[config.mk]
export PLATFORM = sky130hd
export DESIGN_NAME = ftc_top
export DESIGN_NICKNAME = d
export VERILOG_FILES = /design/src/include/ftc_pkg.sv /design/src/logic/ftc_debounce.sv /design/src/logic/ftc_top.sv
export SDC_FILE = /design/constraint.sdc
export NUM_CORES = 1
export LEC_CHECK = 0
export BUFFER_PORTS_ARGS = -buffer_cell sky130_fd_sc_hd__buf_2
export CAP_MARGIN = 5
export CORE_ASPECT_RATIO = 1.1
export CORE_MARGIN = 1
export CORE_UTILIZATION = 63
export CTS_CLUSTER_SIZE = 12
export DETAILED_ROUTE_END_ITERATION = 6
export GPL_TIMING_DRIVEN = 0
export PLACE_DENSITY = 0.79
export SKIP_LAST_GASP = 1
export SYNTH_ARGS = -nofsm -noshare
export SYNTH_HDL_FRONTEND = slang
export SYNTH_SLANG_ARGS = --single-unit
[constraint.sdc]
create_clock -name mclk -period 4.39 [get_ports mclk]
set_clock_uncertainty 0.05 [all_clocks]
set_input_delay 0.878 -clock mclk [delete_from_list [all_inputs] [get_ports mclk]]
set_output_delay 0.878 -clock mclk [all_outputs]
set_load 0.01 [all_outputs]
[src/include/ftc_pkg.sv]
// Package: constants and types of the front-panel tuner control sequencer
`default_nettype none
package ftc_pkg;
    localparam int CLK_HZ = 125_000_000;
    localparam int CYC_PER_MS = CLK_HZ / 1000;
    localparam int DEB_MS = 10;
    localparam int SHORT_MAX_MS = 1000;
    localparam int MED_MIN_MS = 2000;
    localparam int MED_MAX_MS = 3000;
    localparam int LONG_MIN_MS = 10000;
    localparam int STEP_MS = 2;
    localparam int DEB_CYC = CYC_PER_MS * DEB_MS;
    localparam int SHORT_MAX_CYC = CYC_PER_MS * SHORT_MAX_MS;
    localparam int MED_MIN_CYC = CYC_PER_MS * MED_MIN_MS;
    localparam int MED_MAX_CYC = CYC_PER_MS * MED_MAX_MS;
    localparam int LONG_MIN_CYC = CYC_PER_MS * LONG_MIN_MS;
    localparam int STEP_CYC = CYC_PER_MS * STEP_MS;
    localparam int HOLD_W = 32;
    localparam int POS_W = 10;
    localparam logic [POS_W-1:0] POS_RST = 10'h000;
    localparam logic [POS_W-1:0] CAP_MAX = 10'h3e7;
    localparam logic [POS_W-1:0] IND_MAX = 10'h3e7;
    localparam int NUM_BTN = 3;
    localparam int BTN_MODE = 0;
    localparam int BTN_KNOB = 1;
    localparam int BTN_OUT = 2;
    localparam int MOT_CAP = 0;
    localparam int MOT_IND = 1;
    localparam int PANEL_W = 5;

    typedef enum logic [1:0] {FTC_AUTO, FTC_MANUAL, FTC_BYPASS} ftc_mode_t;
    typedef enum logic [1:0] {PR_NONE, PR_SHORT, PR_MEDIUM, PR_LONG} ftc_press_t;
    typedef enum logic [1:0] {SW_NONE, SW_OUTPUT, SW_INPUT} ftc_sw_t;
    typedef enum logic [1:0] {FT_IDLE, FT_PROMPT, FT_RUN, FT_STORE} ftc_fine_t;

    typedef struct packed {
        logic enc_b;
        logic enc_a;
        logic out_btn;
        logic knob_btn;
        logic mode_btn;
    } ftc_panel_t;

    typedef struct packed {
        logic step;
        logic up;
    } ftc_motor_t;

    typedef struct packed {
        ftc_mode_t mode;
        logic active_l;
        logic out_bal;
        logic bypass;
        logic [3:0] ant;
        logic [POS_W-1:0] cap_pos;
        logic [POS_W-1:0] ind_pos;
    } ftc_disp_t;
endpackage
`default_nettype wire

[src/logic/ftc_debounce.sv]
// Synchroniser and debounce filter for the front-panel inputs
`timescale 1ns/1ps
`default_nettype none
module ftc_debounce #(
    parameter int WIDTH = ftc_pkg::PANEL_W,
    parameter int DEB_CYC = ftc_pkg::DEB_CYC
) (
    input wire logic mclk,
    input wire logic reset_n,
    input wire logic ce,
    input wire logic [WIDTH-1:0] raw,
    output logic [WIDTH-1:0] clean
);
    import ftc_pkg::*;
    localparam int CNT_W = $clog2(DEB_CYC + 1);

    logic [WIDTH-1:0] sync1;
    logic [WIDTH-1:0] sync2;

    always_ff @(posedge mclk) begin
        if (!reset_n) begin
            sync1 <= '0;
            sync2 <= '0;
        end else if (ce) begin
            sync1 <= raw;
            sync2 <= sync1;
        end
    end

    // A level is accepted only after it has held steady for DEB_CYC cycles
    for (genvar i = 0; i < WIDTH; i++) begin : g_bit
        logic [CNT_W-1:0] cnt;
        logic level;
        assign clean[i] = level;
        always_ff @(posedge mclk) begin
            if (!reset_n) begin
                cnt <= '0;
                level <= 1'b0;
            end else if (ce) begin
                if (sync2[i] == level) begin
                    cnt <= '0;
                end else if (cnt == CNT_W'(DEB_CYC - 1)) begin
                    cnt <= '0;
                    level <= sync2[i];
                end else begin
                    cnt <= cnt + 1'b1;
                end
            end
        end
    end
endmodule
`default_nettype wire

[src/logic/ftc_top.sv]
// Front-panel control sequencer: press sorting, mode dispatch, stepper positioning
// Contract
// - Automatic mode: short mode press while tuning aborts the attempt.
// - Automatic mode, tuner idle: short mode press selects manual mode.
// - Automatic mode: long mode press opens configuration menu; medium does nothing.
// - Automatic mode, tuner idle: short knob press starts fine tune.
// - While waiting for consent, short knob press approves automatic tuning.
// - Fine tune starts from present positions, no recall from memory.
// - With radio handshake, fine tune runs alone then stores the match.
// - Without handshake, fine tune prompts for a carrier, then continues.
// - Automatic mode: short output press un-bypasses an auto-bypassed band.
// - Otherwise short output press toggles coaxial and balanced output.
// - Output-selector switch: short output press opens antenna selection menu.
// - Input-selector switch: medium output press opens radio selection menu.
// - Short mode presses step automatic to manual, then manual to bypass.
// - Manual: rotation moves active element; short knob press swaps C and L.
// - Manual display shows mode, capacitor, antenna and inductor positions.
// - Positioning commands become stepper drive of inductor and capacitor.
// - Inductor position is tracked and held within its allowed range.
// - Interrupted memory write forces re-homing of both elements at start-up.
// - Capacitor, inductor and output selection are kept updated on display.
`timescale 1ns/1ps
`default_nettype none
module ftc_top #(
    parameter int DEB_CYC_P = ftc_pkg::DEB_CYC,
    parameter int SHORT_MAX_P = ftc_pkg::SHORT_MAX_CYC,
    parameter int MED_MIN_P = ftc_pkg::MED_MIN_CYC,
    parameter int MED_MAX_P = ftc_pkg::MED_MAX_CYC,
    parameter int LONG_MIN_P = ftc_pkg::LONG_MIN_CYC,
    parameter int STEP_CYC_P = ftc_pkg::STEP_CYC,
    parameter logic [ftc_pkg::POS_W-1:0] CAP_MAX_P = ftc_pkg::CAP_MAX,
    parameter logic [ftc_pkg::POS_W-1:0] IND_MAX_P = ftc_pkg::IND_MAX
) (
    input wire logic mclk,
    input wire logic reset_n,
    input wire logic ce,
    input wire ftc_pkg::ftc_panel_t panel,
    input wire logic tune_busy,
    input wire logic consent_wait,
    input wire logic hs_cfg,
    input wire logic carrier_ok,
    input wire logic tune_done,
    input wire logic band_autobyp,
    input wire ftc_pkg::ftc_sw_t sw_cfg,
    input wire logic write_intr,
    input wire logic [1:0] home_sw,
    input wire logic [3:0] ant_sel,
    output logic tune_abort,
    output logic tune_consent,
    output logic cfg_menu_open,
    output logic ant_menu_open,
    output logic radio_menu_open,
    output logic unbypass_req,
    output logic fine_run,
    output logic recall_en,
    output logic prompt_carrier,
    output logic store_req,
    output ftc_pkg::ftc_motor_t cap_drv,
    output ftc_pkg::ftc_motor_t ind_drv,
    output ftc_pkg::ftc_disp_t disp
);
    import ftc_pkg::*;
    localparam int STEP_W = $clog2(STEP_CYC_P + 1);

    ftc_panel_t clean;
    ftc_debounce #(.WIDTH(PANEL_W), .DEB_CYC(DEB_CYC_P)) u_deb (
        .mclk(mclk),
        .reset_n(reset_n),
        .ce(ce),
        .raw(panel),
        .clean(clean)
    );

    function automatic ftc_press_t class_of(input logic [HOLD_W-1:0] held);
        if (held <= HOLD_W'(SHORT_MAX_P))
            class_of = PR_SHORT;
        else if (held >= HOLD_W'(MED_MIN_P) && held <= HOLD_W'(MED_MAX_P))
            class_of = PR_MEDIUM;
        else if (held >= HOLD_W'(LONG_MIN_P))
            class_of = PR_LONG;
        else
            class_of = PR_NONE;
    endfunction

    // Press length is measured on the debounced level and sorted at release
    wire [NUM_BTN-1:0] btn_now = {clean.out_btn, clean.knob_btn, clean.mode_btn};
    ftc_press_t [NUM_BTN-1:0] press;
    for (genvar b = 0; b < NUM_BTN; b++) begin : g_btn
        logic [HOLD_W-1:0] held;
        logic was;
        wire released = was && !btn_now[b];
        always_ff @(posedge mclk) begin
            if (!reset_n) begin
                held <= '0;
                was <= 1'b0;
                press[b] <= PR_NONE;
            end else if (ce) begin
                was <= btn_now[b];
                press[b] <= released ? class_of(held) : PR_NONE;
                if (!btn_now[b])
                    held <= '0;
                else if (held != HOLD_W'(LONG_MIN_P))
                    held <= held + 1'b1;
            end
        end
    end

    // Quadrature: a rising edge of phase A is one detent
    logic enc_a_d;
    wire enc_step = clean.enc_a && !enc_a_d;
    wire enc_cw = !clean.enc_b;

    ftc_mode_t mode, next_mode;
    ftc_fine_t fine, next_fine;
    logic active_l;
    logic out_bal;
    logic booted;

    wire in_auto = mode == FTC_AUTO;
    wire in_man = mode != FTC_AUTO;
    wire tuner_busy = tune_busy || fine != FT_IDLE;
    wire mode_short = press[BTN_MODE] == PR_SHORT;
    wire mode_long = press[BTN_MODE] == PR_LONG;
    wire knob_short = press[BTN_KNOB] == PR_SHORT;
    wire knob_med = press[BTN_KNOB] == PR_MEDIUM;
    wire knob_long = press[BTN_KNOB] == PR_LONG;
    wire out_short = press[BTN_OUT] == PR_SHORT;
    wire out_med = press[BTN_OUT] == PR_MEDIUM;
    wire sel_out = sw_cfg == SW_OUTPUT;

    wire act_abort = in_auto && mode_short && tuner_busy;
    wire act_consent = in_auto && knob_short && consent_wait;
    wire act_cfg = in_auto && mode_long;
    wire act_ant = out_short && sel_out;
    wire act_radio = out_med && sw_cfg == SW_INPUT;
    wire act_unbyp = in_auto && out_short && !sel_out && band_autobyp;
    wire act_toggle = out_short && !sel_out && !(in_auto && band_autobyp);
    wire act_swap = in_man && knob_short;

    always_comb begin
        next_mode = mode;
        unique case (mode)
            FTC_AUTO: if (mode_short && !tuner_busy) next_mode = FTC_MANUAL;
            FTC_MANUAL: if (mode_short) next_mode = FTC_BYPASS;
            FTC_BYPASS: if (mode_short) next_mode = FTC_AUTO;
            default: next_mode = FTC_AUTO;
        endcase
    end

    always_comb begin
        next_fine = fine;
        unique case (fine)
            FT_IDLE: begin
                if (in_auto && knob_short && !consent_wait && !tuner_busy)
                    next_fine = hs_cfg ? FT_RUN : FT_PROMPT;
            end
            FT_PROMPT: if (carrier_ok) next_fine = FT_RUN;
            FT_RUN: if (tune_done) next_fine = FT_STORE;
            FT_STORE: next_fine = FT_IDLE;
        endcase
        if ((fine == FT_PROMPT || fine == FT_RUN) && mode_short)
            next_fine = FT_IDLE;
    end

    always_ff @(posedge mclk) begin
        if (!reset_n) begin
            mode <= FTC_AUTO;
            fine <= FT_IDLE;
            active_l <= 1'b0;
            out_bal <= 1'b0;
            booted <= 1'b0;
            enc_a_d <= 1'b0;
        end else if (ce) begin
            mode <= next_mode;
            fine <= next_fine;
            active_l <= active_l ^ act_swap;
            out_bal <= out_bal ^ act_toggle;
            booted <= 1'b1;
            enc_a_d <= clean.enc_a;
        end
    end

    always_ff @(posedge mclk) begin
        if (!reset_n) begin
            tune_abort <= 1'b0;
            tune_consent <= 1'b0;
            cfg_menu_open <= 1'b0;
            ant_menu_open <= 1'b0;
            radio_menu_open <= 1'b0;
            unbypass_req <= 1'b0;
            fine_run <= 1'b0;
            recall_en <= 1'b0;
            prompt_carrier <= 1'b0;
            store_req <= 1'b0;
        end else if (ce) begin
            tune_abort <= act_abort;
            tune_consent <= act_consent;
            cfg_menu_open <= act_cfg;
            ant_menu_open <= act_ant;
            radio_menu_open <= act_radio;
            unbypass_req <= act_unbyp;
            fine_run <= next_fine == FT_RUN;
            recall_en <= next_mode == FTC_AUTO && next_fine == FT_IDLE;
            prompt_carrier <= next_fine == FT_PROMPT;
            store_req <= next_fine == FT_STORE;
        end
    end

    // Per-motor commands; index 0 is the capacitor, index 1 the inductor
    wire boot_home = !booted && write_intr;
    wire turn_up = in_man && enc_step && enc_cw;
    wire turn_dn = in_man && enc_step && !enc_cw;
    wire [1:0] mot_sel = active_l ? 2'b10 : 2'b01;
    wire [1:0] mot_inc = turn_up ? mot_sel : 2'b00;
    wire [1:0] mot_dec = turn_dn ? mot_sel : 2'b00;
    wire [1:0] mot_home = {boot_home || (in_man && active_l && knob_long),
                           boot_home || (in_man && !active_l && knob_med)};

    ftc_motor_t [1:0] drv;
    logic [POS_W-1:0] pos [2];
    for (genvar m = 0; m < 2; m++) begin : g_mot
        localparam logic [POS_W-1:0] MAXP = (m == MOT_IND) ? IND_MAX_P : CAP_MAX_P;
        logic [POS_W-1:0] tgt;
        logic homing;
        logic [STEP_W-1:0] tmr;
        wire tick = tmr == '0;
        wire go_up = tgt > pos[m];
        wire moving = homing || pos[m] != tgt;
        always_ff @(posedge mclk) begin
            if (!reset_n) begin
                tgt <= POS_RST;
                pos[m] <= POS_RST;
                homing <= 1'b0;
                tmr <= '0;
                drv[m] <= '0;
            end else if (ce) begin
                drv[m].step <= 1'b0;
                if (mot_home[m])
                    homing <= 1'b1;
                else if (!homing && mot_inc[m] && tgt != MAXP)
                    tgt <= tgt + 1'b1;
                else if (!homing && mot_dec[m] && tgt != POS_RST)
                    tgt <= tgt - 1'b1;
                if (!moving) begin
                    tmr <= '0;
                end else if (!tick) begin
                    tmr <= tmr - 1'b1;
                end else begin
                    tmr <= STEP_W'(STEP_CYC_P - 1);
                    if (homing && home_sw[m]) begin
                        // A new home request in the same cycle keeps homing going
                        homing <= mot_home[m];
                        pos[m] <= POS_RST;
                        tgt <= POS_RST;
                    end else begin
                        drv[m].step <= 1'b1;
                        drv[m].up <= !homing && go_up;
                        if (!homing)
                            pos[m] <= go_up ? pos[m] + 1'b1 : pos[m] - 1'b1;
                    end
                end
            end
        end
    end
    assign cap_drv = drv[MOT_CAP];
    assign ind_drv = drv[MOT_IND];

    always_ff @(posedge mclk) begin
        if (!reset_n) begin
            disp <= '0;
        end else if (ce) begin
            disp.mode <= mode;
            disp.active_l <= active_l;
            disp.out_bal <= out_bal;
            disp.bypass <= mode == FTC_BYPASS;
            disp.ant <= ant_sel;
            disp.cap_pos <= pos[MOT_CAP];
            disp.ind_pos <= pos[MOT_IND];
        end
    end
endmodule
`default_nettype wire

Yosys cells after proc, flatten, opt, wreduce, memory -nomap -nowiden
Memory sizes are Yosys's and may differ from the RTL's.
Cells that the tools add are included.
{"block": "totals", "inputBits": 23, "output_inout_bits": 43, "wordCells": 326, "reg_bits": 334, "ram_bits": 20, "n_memories": 1}
{"block": "classes", "mux": 104, "bitwise_logic": 13, "addsub": 18, "magnitude_cmp": 14, "reduce_logical": 85, "eq_ne": 37}
{"name": "pos", "words": 2, "word_bits": 10, "rd": 2, "rd_clocked_by_memory_dff": 0, "wr": 2, "line": "ftc_top.sv:220", "text": "logic [POS_W-1:0] pos [2];"}
{"op": "2-to-1 mux 21 bit", "n": 10}
{"op": "2-to-1 mux 32 bit", "n": 6}
{"op": "2-to-1 mux 10 bit", "n": 18}
{"op": "adder 21 x 1 -> 21 bit (second input constant)", "n": 5}
{"op": "== test 21 bit (second input constant)", "n": 5}
{"op": "adder 32 x 1 -> 32 bit (second input constant)", "n": 3}
{"op": "greater-or-equal comparator 32 x 28 -> 1 bit (second input constant)", "n": 3}
{"op": "greater-or-equal comparator 32 x 31 -> 1 bit (second input constant)", "n": 3}
{"op": "<= comparator 32 x 27 -> 1 bit (second input constant)", "n": 3}
{"op": "<= comparator 32 x 29 -> 1 bit (second input constant)", "n": 3}
{"op": "!= test 32 x 31 -> 1 bit (second input constant)", "n": 3}
{"op": "2-to-1 mux 18 bit", "n": 4}
{"op": "2-to-1 mux 2 bit", "n": 29}
{"op": "logical AND 1 bit", "n": 46}
{"op": "adder 10 x 1 -> 10 bit (second input constant)", "n": 4}
{"op": "subtractor 10 x 1 -> 10 bit (second input constant)", "n": 4}
{"op": "zero test 18 bit", "n": 2}
{"op": "subtractor 18 x 1 -> 18 bit (second input constant)", "n": 2}
{"op": "2-to-1 mux 1 bit", "n": 35}
{"op": "== test 2 bit (second input constant)", "n": 10}
{"op": "> comparator 10 bit", "n": 2}
{"op": "!= test 10 bit", "n": 2}
{"op": "!= test 10 bit (second input constant)", "n": 2}
{"op": "nonzero test 10 bit", "n": 2}
{"op": "15 further kinds", "n": 65}

Depth between registers and ports, before layout
Gate-level depths: netlist of run 1.
{"block": "depth", "depth_word": 13, "mapped_depth": 16}

Cells and area by module
From an unflattened synthesis of run 1, not the netlist that was laid out.
{"block": "unflattened", "cells_unflattened": 2488, "hier_area_um2": 20115.5}
{"module": "ftc_top", "instances": 1, "area_per_inst_um2": 13407.9, "cells_per_inst": 1665, "seq_area_each_um2": 4884.7}
{"module": "ftc_debounce", "instances": 1, "area_per_inst_um2": 6707.7, "cells_per_inst": 823, "seq_area_each_um2": 2402.3}

Worst setup path before layout of run 1
OpenSTA, ideal clock, no wires.
{"block": "synth_timing", "path_kind": "flip-flop to flip-flop", "start": "memory pos[1][3]", "end": "memory pos[1][9] (data pin)", "slack_ns": 0.989, "required_ns": 4.083, "arrival_time_ns": 3.094, "stages_incl_launch_ff": 17, "setup_time_ns": 0.257, "cell_sequence": "edfxtp_1 -> inv_1 -> ha_1 -> nand2_1 -> o21bai_1 -> a21oi_1 -> o21ai_0 -> a211oi_1 -> inv_1 -> ha_1 -> a211oi_1 -> o21ai_0 -> a21oi_1 -> a31oi_1 -> o31ai_1 -> xor2_1 -> nor2_1"}
{"element": "start: declaration", "line": "ftc_top.sv:220"}

==> results of run 1 <==
-- area by class of cell --
class                           instances  area, um^2
Sequential cell                       354        7287
Inverter                               70       262.8
Antenna cell                            1       2.502
Fill cell                            2419        8468
Clock inverter                          8       90.09
Tap cell                              374       467.9
Multi-Input combinational cell       1839       11100
Clock buffer                           58        1191
Timing Repair Buffer                   64       320.3
Buffer                                140       543.0
-- state kept, by name (all words and copies together) (netlist names), 6 cells and up --
name and cells:
u_deb.g_bit.cnt 105, g_btn.held 96, g_mot.tmr 36, disp 29, g_mot.tgt 20, pos 20
press 6
-- stage by stage --
step	hold slack [ns]	setup slack [ns]	instances	TNS, ns	util (%)
after floorplan	0.3767	0.9894	2403	0	-
after global placement	0.3865	-0.1423	2841	-2.975	67.18
after detailed placement	0.3878	-0.1940	2841	-4.085	67.18
after CTS	0.4090	0.3728	2907	0	71.49
after global routing	0.4318	0.03450	2907	0	71.51
final	0.4030	0.2534	2908	0	71.52
-- logic make-up after synthesis --
| kind of cell | Yosys count | share of synthesized area, % |
|---|---|---|
| compound gates | 473 | 15.26 |
| fa+ha+maj | 60 | 3.992 |
| buf+inv | 210 | 4.201 |
| mux | 53 | 2.779 |
| flops | 354 | 37.99 |
| xor+xnor | 142 | 6.484 |
| simple gates | 1111 | 29.29 |
-- layer usage --
layer  vias up  share of wire (%)
li1       8808                  -
met1      8634                 43
met2       658                 46
met3       137                6.8
met4         0                3.8
met5         -                  0
-- worst paths after layout --
| path | slack, ns | startpoint | to | depth (start not counted) |
|---|---|---|---|---|
| max | 0.25 | ce | disp[9] | 8 |
| min | 0.40 | recall_en | recall_en | 2 |
| max reg2reg | 0.29 | pos[1][3] | pos[1][9] | 16 |
| min reg2reg | 0.40 | recall_en | recall_en | 2 |
-- power breakdown --
| part | switching (uW) | total [uW] | leakage (uW) | internal (uW) |
|---|---|---|---|---|
| sequential | 199 | 3650 | 0.00291 | 3450 |
| combinational | 933 | 1540 | 0.00418 | 608 |
| clock | 1300 | 3290 | 0.000636 | 1980 |
| total | 2430 | 8480 | 0.00773 | 6040 |
-- critical path: cells and delay by family --
family / cells / cell delay, ns
buffers and inverters: 6 / 3.25
multiplexers: 1 / 0.27
AND/OR/NAND/NOR: 1 / 0.06
-- cells in the mapped netlist (all sizes together) (7+ instances only) --
| cell type | count |
|---|---|
| mux2i | 51 |
| clkbuf | 124 |
| nor3b | 28 |
| ha | 58 |
| a21o | 24 |
| a31oi | 18 |
| and4 | 19 |
| and2 | 12 |
| nor2b | 14 |
| or4b | 11 |
| buf | 16 |
| and3 | 34 |
| a211oi | 15 |
| nand4 | 67 |
| o21ai | 128 |
| edfxtp | 20 |
| or2 | 17 |
| nand4b | 13 |
| xnor2 | 72 |
| nor2 | 396 |
| a21boi | 8 |
| a22oi | 19 |
| or3 | 31 |
| nor3 | 79 |
| a21oi | 158 |
| nand2b | 21 |
| a311oi | 24 |
| a41oi | 10 |
| nor4 | 41 |
| o31ai | 7 |
| or4 | 23 |
| inv | 70 |
| xor2 | 70 |
| nand2 | 179 |
| o21a | 9 |
| nand3 | 98 |
| nor4b | 10 |
| dfxtp | 334 |
==> metrics.md, run 1 <==
| Metric | Value |
|---|---|
| Placed Area | `19970 um^2` |
| Post-synth cell types | `83` |
| Critical-path maximum fanout | `10` |
| GRT met1 Usage | `42.84%` |
| Status | `finished with violations` |
| RSZ-0062 raised after global routing | `no` |
| Via count | `18240` |
| CTS root buf | `clkbuf_16` |
| Sink Count | `354` |
| Most common cell after layout, fill and taps aside | `nor2_1` |
| Slowest stage delay, CP | `0.73 ns` |
| Iter 0 DRT Violations | `1716` |
| PwrDens | `398.8 nW/um^2` |
| Failing checks | `design-rule violations` |
| Total gr overflow | `0` |
| Rows | `66` |
| Sequential element share of the synthesized area | `37.99%` |
| Crit Path Category | `in2reg` |
| M2 GR Usage | `55.92%` |
| Post-CTS Setup Bufs | `0` |
| Antenna Nets Post-Route | `0` |
| Lkg Pwr | `0.007729 uW` |
| Routed length per instance | `17.99 um` |
| DRC | `2` |
| CP Launch Type | `input port` |
| Avg Inst Size Synth | `7.983 um^2` |
| Clock tree buffer depth | `3` |
| Met3 GRT Util | `5.150%` |
| Async set-or-reset flop fraction in the synthesized netlist | `0%` |
| Final Max Tran Viols | `0` |
| Global route hottest layer | `met2` |
| Slew HR | `35.60%` |
| Most area-consuming cells after synthesis | `dfxtp_1 35%, nor2_1 7.7%, a21oi_1 4.1%` |
| Final Cell Area | `21260 um^2` |
| Initial Util | `64.52%` |
| Fmax | `241.7 MHz` |
| 1st-pass router iterations | `7` |
| Post_cts resized | `0` |
| Dominant synthesized flop cell | `dfxtp_1` |
| Syn Inst Count | `2403` |
| Overall Global Routing Usage | `33.36%` |
| Routed wire length | `52300 um` |
| Worst-margin pin slew | `0.9659 ns` |
| Worst min path class | `reg2reg` |
| Area Overhead vs Synth | `10.83%` |
| Fin nets | `2591` |
| Max Cap Viol | `0` |
| VDD IR-drop max | `0.3603 mV` |
| Horiz. Die Dim | `168.4 um` |
| Ys Warns | `0` |
| Dpl hpwl | `36670 um` |
| Fin. Hold Viols | `0` |
| Crit-path cells | `buf_2 -> clkbuf_1 -> clkbuf_1 -> clkbuf_1 -> clkbuf_1 -> clkbuf_1 -> mux2i_1 -> nor2_1` |
| Critical Path Sink Type | `register` |
| Period Utilization, post-route | `94.23%` |
| Global-route wire length before repair | `84970 um` |
| Vias in the first global route | `17020` |
| Clock latency on the worst-skew pair | `0.52 ns` |
| Inserted Clock Buffers | `39` |
| # setup viols final | `0` |
| Die height | `185.0 um` |
| Initial antenna violation count | `3` |
| Layout cell share with drive strength beyond 1 | `6.988%` |
| Vias per cell | `6.271` |
| CTS tree | `yes` |
| Crit path arrival time | `4.47 ns` |
| Post-CTS Hold Buffers | `0` |
| EDFF count, synth | `20` |
| Final Total Pwr | `8478 uW` |
| Share of the synthesized area in the top cell type | `34.86%` |
| Core area | `29730 um^2` |
| Worst-path clk slew | `0.06 ns` |
| # H-tree levels | `2` |
| Syn Nets | `2486` |
| #FFs+latches synth | `354` |
| Critical Path RT | `4.73 ns` |
| Port Buf Inserts | `64` |
| Min Tclk post-route | `4.137 ns` |
| Maximum number of pins on one net before global-route repair | `13` |
| Max stage delay cell, worst path | `clkbuf_1` |
| Commonest non-fill, non-tap cells in the layout | `396 x nor2_1, 334 x dfxtp_1, 179 x nand2_1, 158 x a21oi_1, 132 x clkbuf_1` |
| Gp weighted congestion | `0.9440` |
| Synthesized cell area | `19180 um^2` |
| Leading area contributor after synthesis | `dfxtp_1` |
| I/O pin cnt | `66` |
| Die area | `31150 um^2` |
| Most used cell, CP | `clkbuf_1` |
No activity file was read; power rests on OpenSTA's default activity.
==> inputs of run 2 (changes only) <==
--- a/config.mk
+++ b/config.mk
@@ -13,8 +13,9 @@
 export CTS_CLUSTER_SIZE = 12
 export DETAILED_ROUTE_END_ITERATION = 6
 export GPL_TIMING_DRIVEN = 0
-export PLACE_DENSITY = 0.79
+export PLACE_DENSITY = 0.92
 export SKIP_LAST_GASP = 1
 export SYNTH_ARGS = -nofsm -noshare
 export SYNTH_HDL_FRONTEND = slang
+export SYNTH_HIERARCHICAL = 1
 export SYNTH_SLANG_ARGS = --single-unit
==> run 2 against run 1 <==
Compared with the run above: the run still ends with design-rule violations left; final cell count grew 4.5%; clock power grew 1%; critical path depth grew 6; via count grew 9.5%; sequential power is essentially flat; die area grew 4.8%; first-iteration DRC count grew 40%; hold slack gained 0.0056 ns; non-clock buffer count grew 18; synthesized cell count grew 3.5%; core utilization shrank 0.60 points; combinational power shrank 8%; largest cell class unchanged.
==> metrics.md, run 2 <==
| Metric | Value |
|---|---|
| Worst path bufs/invs | `2` |
| CTS root buf | `clkbuf_16` |
| Core area | `31400 um^2` |
| Overall Global Routing Usage | `34.94%` |
| # setup viols final | `0` |
| Maximum number of pins on one net before global-route repair | `13` |
| Failing checks | `design-rule violations` |
| Vias per cell | `6.572` |
| R2r endpoint | `pos[0][8]` |
| Fin nets | `2677` |
| Sink Count | `354` |
| Vias in the first global route | `19090` |
| Fin. Hold Viols | `0` |
| Inserted Clock Buffers | `39` |
| FILL cells | `2367` |
| Layout cell share with drive strength beyond 1 | `7.026%` |
| Horiz. Die Dim | `172.4 um` |
| DRC | `1` |
| Hold_sp | `g_mot[1].tmr[16]` |
| PwrDens | `376.8 nW/um^2` |
| Crit path arrival time | `4.08 ns` |
| RSZ-0062 raised after global routing | `no` |
| Global route hottest layer | `met2` |
| Dominant synthesized flop cell | `dfxtp_1` |
| M2 GR Usage | `59.38%` |
| Fmax | `260.6 MHz` |
| Die height | `189.4 um` |
| Met3 GRT Util | `5.811%` |
| Ys Warns | `6` |
| Most common cell after layout, fill and taps aside | `dfxtp_1` |
| Initial Util | `64.07%` |
| Max Cap Viol | `0` |
| Initial antenna violation count | `0` |
| Avg Inst Size Synth | `8.085 um^2` |
| Hold slack | `0.4086 ns` |
| Post-CTS Hold Buffers | `0` |
| Most common cell in the netlist | `dfxtp_1` |
| Crit-path cells | `inv_1 -> ha_1 -> nand4_1 -> nor2_1 -> a21oi_1 -> a31oi_1 -> inv_1 -> fa_1 -> a21o_1 -> a21oi_1 -> o21ai_0 -> o41ai_1 -> xor2_1 -> nor2_1` |
| Lkg Pwr | `0.008006 uW` |
| Port Buf Inserts | `65` |
| Crit Path Category | `reg2reg` |
| Die area | `32650 um^2` |
| Total gr overflow | `0` |
| Antenna Nets Post-Route | `0` |
| Post-synth cell types | `93` |
| WHS Endpoint | `g_mot[1].tmr[16]` |
| GRT met1 Usage | `41.59%` |
| Post_cts resized | `0` |
| Routed wire length | `57770 um` |
| Clock latency on the worst-skew pair | `0.53 ns` |
| Async set-or-reset flop fraction in the synthesized netlist | `0%` |
| 1st-pass router iterations | `7` |
| Top Registers | `u_deb/g_bit.cnt (105), g_btn.held (96), g_mot.tmr (36)` |
| Max stage delay cell, worst path | `fa_1` |
| Min Tclk post-route | `3.837 ns` |
| Reg2reg start | `pos[0][7]` |
| Gp weighted congestion | `0.9583` |
| Synthesized cell area | `20120 um^2` |
| Worst reg2reg path depth | `14` |
| CP top delay family | `compound AO/OA/AOI/OAI gates` |
| Number of flip-flops in the largest register | `105` |
| Ant. Diodes | `0` |
| Area Overhead vs Synth | `10.67%` |
| Setup TNS after final layout | `0 ns` |
| Worst Hold Depth | `2` |
| Critical-path maximum fanout | `9` |
| Clock tree buffer depth | `3` |
| Slowest stage delay, CP | `0.47 ns` |
| Critical Path RT | `4.63 ns` |
| Post-CTS Setup Bufs | `0` |
| CTS tree | `yes` |
| EDFF count, synth | `20` |
| # H-tree levels | `2` |
| Period Utilization, post-route | `87.41%` |
| Status | `finished with violations` |
| Most area-consuming cells after synthesis | `dfxtp_1 33%, nor2_1 5.3%, nand3_1 4.2%` |
| Slew HR | `21.39%` |
| Worst min path class | `reg2reg` |
| Dpl hpwl | `40550 um` |
| Commonest non-fill, non-tap cells in the layout | `334 x dfxtp_1, 286 x nor2_1, 214 x nand2_1, 169 x nand3_1, 134 x clkbuf_1` |
| Critical Path Sink Type | `register` |
| #FFs+latches synth | `354` |
| Syn Inst Count | `2488` |
| Final Max Tran Viols | `0` |
| Worst-path clk slew | `0.06 ns` |
| Iter 0 DRT Violations | `2398` |
| Via count | `19970` |
| VDD IR-drop max | `0.3722 mV` |
| Worst-margin pin slew | `1.168 ns` |
| Global-route wire length before repair | `92750 um` |
| Rows | `68` |
| Share of the synthesized area in the top cell type | `33.24%` |
| Biggest register | `u_deb/g_bit.cnt` |
| CP Launch Type | `register` |
| Flop2flop setup slack | `0.55 ns` |
| I/O pin cnt | `66` |
| Leading area contributor after synthesis | `dfxtp_1` |
| Syn Nets | `2571` |
| Sequential element share of the synthesized area | `36.23%` |
| Routed length per instance | `19.01 um` |
| Synth top cells by count | `334 x dfxtp_1, 286 x nor2_1, 214 x nand2_1` |
[run 2: changes by cell type after synthesis, moves of 20 or more]
cell      delta
nor3b_1     -24
nor2_1     -110
a21oi_1     -34
nand2_1     +35
o21ai_0     -30
nand4_1     +57
a311oi_1    -22
nand3_1     +72
mux2i_1     +20
[run 2: report_power, final]
group	switching, uW	leakage, uW	internal (uW)
clock network	1320	0.000630	2010
logic	859	0.00447	557
registers	193	0.00291	3450
[run 2: logic make-up after synthesis]
logic type,count (synthesis),synth area share [%]
xor+xnor,139,6.189
compound gates,414,13.22
flops,354,36.23
buf+inv,239,4.746
fa+ha+maj,60,3.807
mux,74,3.701
simple gates,1208,32.11
[run 2: tightest hold or removal path: cells and delay by family (launching register included)]
kind | cells | cell delay, ns
AND/OR/NAND/NOR | 1 | 0.05
flip-flops | 1 | 0.30
AO/OA/AOI/OAI | 1 | 0.05
[run 2: cell type report]
class	instances	area (um^2)	share of cell area, %
clock buffer	55	1117	5.019
buffer	157	646.9	2.906
timing repair buffer	65	325.3	1.461
multi-input combinational	1895	11880	53.36
inverter	82	307.8	1.383
tap	420	525.5	2.360
clock inverter	11	172.7	0.7756
sequential	354	7287	32.73
[run 2: per-stage QoR]
step	utilization, %	area (um^2)	cells	setup slack, ns	power (uW)
2_1_floorplan	-	20120	2488	0.7644	4689
3_3_place_gp	66.78	20970	2973	0.3332	4965
3_5_place_dp	66.78	20970	2973	0.2809	5055
4_1_cts	70.89	22260	3039	0.2755	8377
5_1_grt	70.91	22260	3039	0.2010	8711
6_report	70.91	22260	3039	0.5526	8390
[run 2: worst max-delay path by stage]
stage | start | to | slack (ns) | depth (start not counted)
global placement | ce | pos[0][1] | 0.33 | 8
global route | pos[0][5] | pos[0][8] | 0.20 | 14
CTS | pos[1][5] | pos[1][8] | 0.28 | 13
detailed placement | ce | pos[0][8] | 0.28 | 8
finish | pos[0][7] | pos[0][8] | 0.55 | 14
floorplan | ce | pos[0][0] | 0.76 | 7
[run 2: metal layers]
layer	part of all wire [%]	up-vias
li1	-	9273
met1	39	9362
met2	48	1072
met3	8.5	265
met4	5.1	0
met5	0	-
==> inputs of run 3 (changes only) <==
--- a/config.mk
+++ b/config.mk
@@ -14,6 +14,7 @@
 export DETAILED_ROUTE_END_ITERATION = 6
 export GPL_TIMING_DRIVEN = 0
 export PLACE_DENSITY = 0.92
+export RECOVER_POWER = 50
 export SKIP_LAST_GASP = 1
 export SYNTH_ARGS = -nofsm -noshare
 export SYNTH_HDL_FRONTEND = slang
==> constraint.sdc (replaced) <==
create_clock -name mclk -period 4.39 [get_ports mclk]
set_clock_uncertainty 0.05 [all_clocks]
set_input_delay 0.6585 -clock mclk [delete_from_list [all_inputs] [get_ports mclk]]
set_output_delay 0.6585 -clock mclk [all_outputs]
set_load 0.01 [all_outputs]
==> run 3 against run 2 <==
Compared with the run above: the run still ends with design-rule violations left; non-clock buffer count unchanged; global-route usage unchanged; first-iteration DRC count down 4.0%; wire length up 0.23%; critical endpoint unchanged.
==> metrics.md, run 3 (synthesis gave the netlist of run 2 again) <==
| Metric | Value |
|---|---|
| PwrDens | `378.0 nW/um^2` |
| Top Registers | `u_deb/g_bit.cnt (105), g_btn.held (96), g_mot.tmr (36)` |
| Global-route wire length before repair | `92750 um` |
| Max stage delay cell, worst path | `fa_1` |
| Crit. Startpoint | `pos[0][7]` |
| Crit-path cells | `inv_1 -> ha_1 -> nand4_1 -> nor2_1 -> a21oi_1 -> a31oi_1 -> inv_1 -> fa_1 -> a21o_1 -> a21oi_1 -> o21ai_0 -> o41ai_1 -> xor2_1 -> nor2_1` |
| Vias per cell | `6.560` |
| Biggest register | `u_deb/g_bit.cnt` |
| Initial antenna violation count | `0` |
| Routed length per instance | `19.05 um` |
| Crit Path Category | `reg2reg` |
| Antenna Nets Post-Route | `0` |
| Clock latency on the worst-skew pair | `0.54 ns` |
| Initial Util | `64.07%` |
| Worst reg2reg path depth | `14` |
| Fin. Hold Viols | `0` |
| Fmax | `258.5 MHz` |
| Slew HR | `18.20%` |
| Ant. Diodes | `0` |
| Commonest non-fill, non-tap cells in the layout | `334 x dfxtp_1, 286 x nor2_1, 214 x nand2_1, 186 x clkbuf_1, 169 x nand3_1` |
| DRC | `1` |
| Status | `finished with violations` |
| Routed wire length | `57900 um` |
| VDD IR-drop max | `0.3727 mV` |
| Number of flip-flops in the largest register | `105` |
| Max Cap Viol | `0` |
| Flop2flop setup slack | `0.52 ns` |
| Die height | `189.4 um` |
| Worst min path class | `in2reg` |
| Most common cell after layout, fill and taps aside | `dfxtp_1` |
| Layout cell share with drive strength beyond 1 | `5.116%` |
| Min Tclk post-route | `3.869 ns` |
| Dpl hpwl | `40550 um` |
| Hold_sp | `ant_sel[1]` |
| Critical Path Sink Type | `register` |
| Iter 0 DRT Violations | `2302` |
| Placed Cells | `2973` |
| Rows | `68` |
| Final Cell Area | `22190 um^2` |
| Critical Path RT | `4.64 ns` |
| RSZ-0062 raised after global routing | `no` |
| Final Max Tran Viols | `0` |
| CP Launch Type | `register` |
| Horiz. Die Dim | `172.4 um` |
| Worst setup margin | `0.5214 ns` |
| # H-tree levels | `2` |
| Placement Setup Slack | `0.2872 ns` |
| Via count | `19940` |
| Period Utilization, post-route | `88.12%` |
| # setup viols final | `0` |
| Die area | `32650 um^2` |
| Placed Area | `20970 um^2` |
| Crit path arrival time | `4.12 ns` |
| Slowest stage delay, CP | `0.47 ns` |
| Vias in the first global route | `19090` |
| Total gr overflow | `0` |
| Clock tree buffer depth | `3` |
| Sink Count | `354` |
| Gp weighted congestion | `0.9583` |
| Core area | `31400 um^2` |
| CTS root buf | `clkbuf_16` |
| Fin nets | `2677` |
| Reg2reg start | `pos[0][7]` |
| CTS tree | `yes` |
| Maximum number of pins on one net before global-route repair | `13` |
| I/O pin cnt | `66` |
| Overall Global Routing Usage | `34.94%` |
| R2r endpoint | `pos[0][8]` |
| Worst-path clk slew | `0.06 ns` |
| Failing checks | `design-rule violations` |
| 1st-pass router iterations | `7` |
| Setup TNS after final layout | `0 ns` |
| Lkg Pwr | `0.007804 uW` |
| Port Buf Inserts | `65` |
| Worst-margin pin slew | `1.216 ns` |
| Critical-path maximum fanout | `9` |
| Critical Path End | `pos[0][8]` |
| Area Overhead vs Synth | `10.33%` |
| Non-Filler Instances | `3039` |
| Inserted Clock Buffers | `39` |
run 3: stage by stage:
| step | total power [uW] | utilization, % | hold slack, ns |
|---|---|---|---|
| 5_1_grt | 8705 | 70.69 | 0.3291 |
| 4_1_cts | 8377 | 70.89 | 0.3151 |
| 2_1_floorplan | 4689 | - | 0.3761 |
| 3_5_place_dp | 5055 | 66.78 | 0.3989 |
| 6_report | 8389 | 70.69 | 0.3230 |
| 3_3_place_gp | 4965 | 66.78 | 0.3872 |
run 3: cell type report:
type / instances / area [um^2]
inverter: 82 / 307.8
buffer: 157 / 643.1
clock inverter: 11 / 172.7
clock buffer: 55 / 1117
sequential: 354 / 7287
multi-input combinational: 1895 / 11870
tap: 420 / 525.5
fill: 2400 / 9203
timing repair buffer: 65 / 269.0
run 3: repair_timing:
| item | in CTS | in global routing |
|---|---|---|
| gates resized for setup | 0 | 1 |
| buffers inserted | 0 | 0 |
| hold buffers | 0 | 0 |
| setup endpoints to repair | 0 | 1 |
run 3: worst min-delay path by stage:
stage,end,depth (start not counted)
after floorplan,booted,2
after global placement,g_mot[1].tmr[16],2
after detailed placement,g_mot[1].tmr[16],2
after CTS,disp[21],3
after global routing,u_deb/sync1[4],3
final,disp[21],3
run 3: critical path, delay by kind of cell, from the launching register on:
| family | cells | cell delay (ns) |
|---|---|---|
| AO/OA/AOI/OAI | 6 | 1.42 |
| adder cells (fa/ha/maj) | 2 | 0.78 |
| buffers and inverters | 2 | 0.38 |
| flip-flops | 1 | 0.45 |
| XOR/XNOR | 1 | 0.19 |
| AND/OR/NAND/NOR | 3 | 0.35 |
run 3: power breakdown:
part / switching [uW] / internal (uW) / leakage, uW / total, uW
Sequential: 195 / 3450 / 0.00291 / 3650
Combinational: 860 / 550 / 0.00426 / 1410
Clock: 1330 / 2010 / 0.000630 / 3330
Total: 2380 / 6010 / 0.00780 / 8390
run 3: metal layers:
| metal | routed length, um | track usage [%] | part of all wire, % | vias up |
|---|---|---|---|---|
| met2 | 27760 | 59.38 | 48 | 1015 |
| li1 | - | - | - | 9276 |
| met5 | 0 | 0 | 0 | - |
| met3 | 4708 | 5.811 | 8.1 | 245 |
| met4 | 2887 | 19.33 | 5.0 | 0 |
| met1 | 22550 | 41.59 | 39 | 9401 |
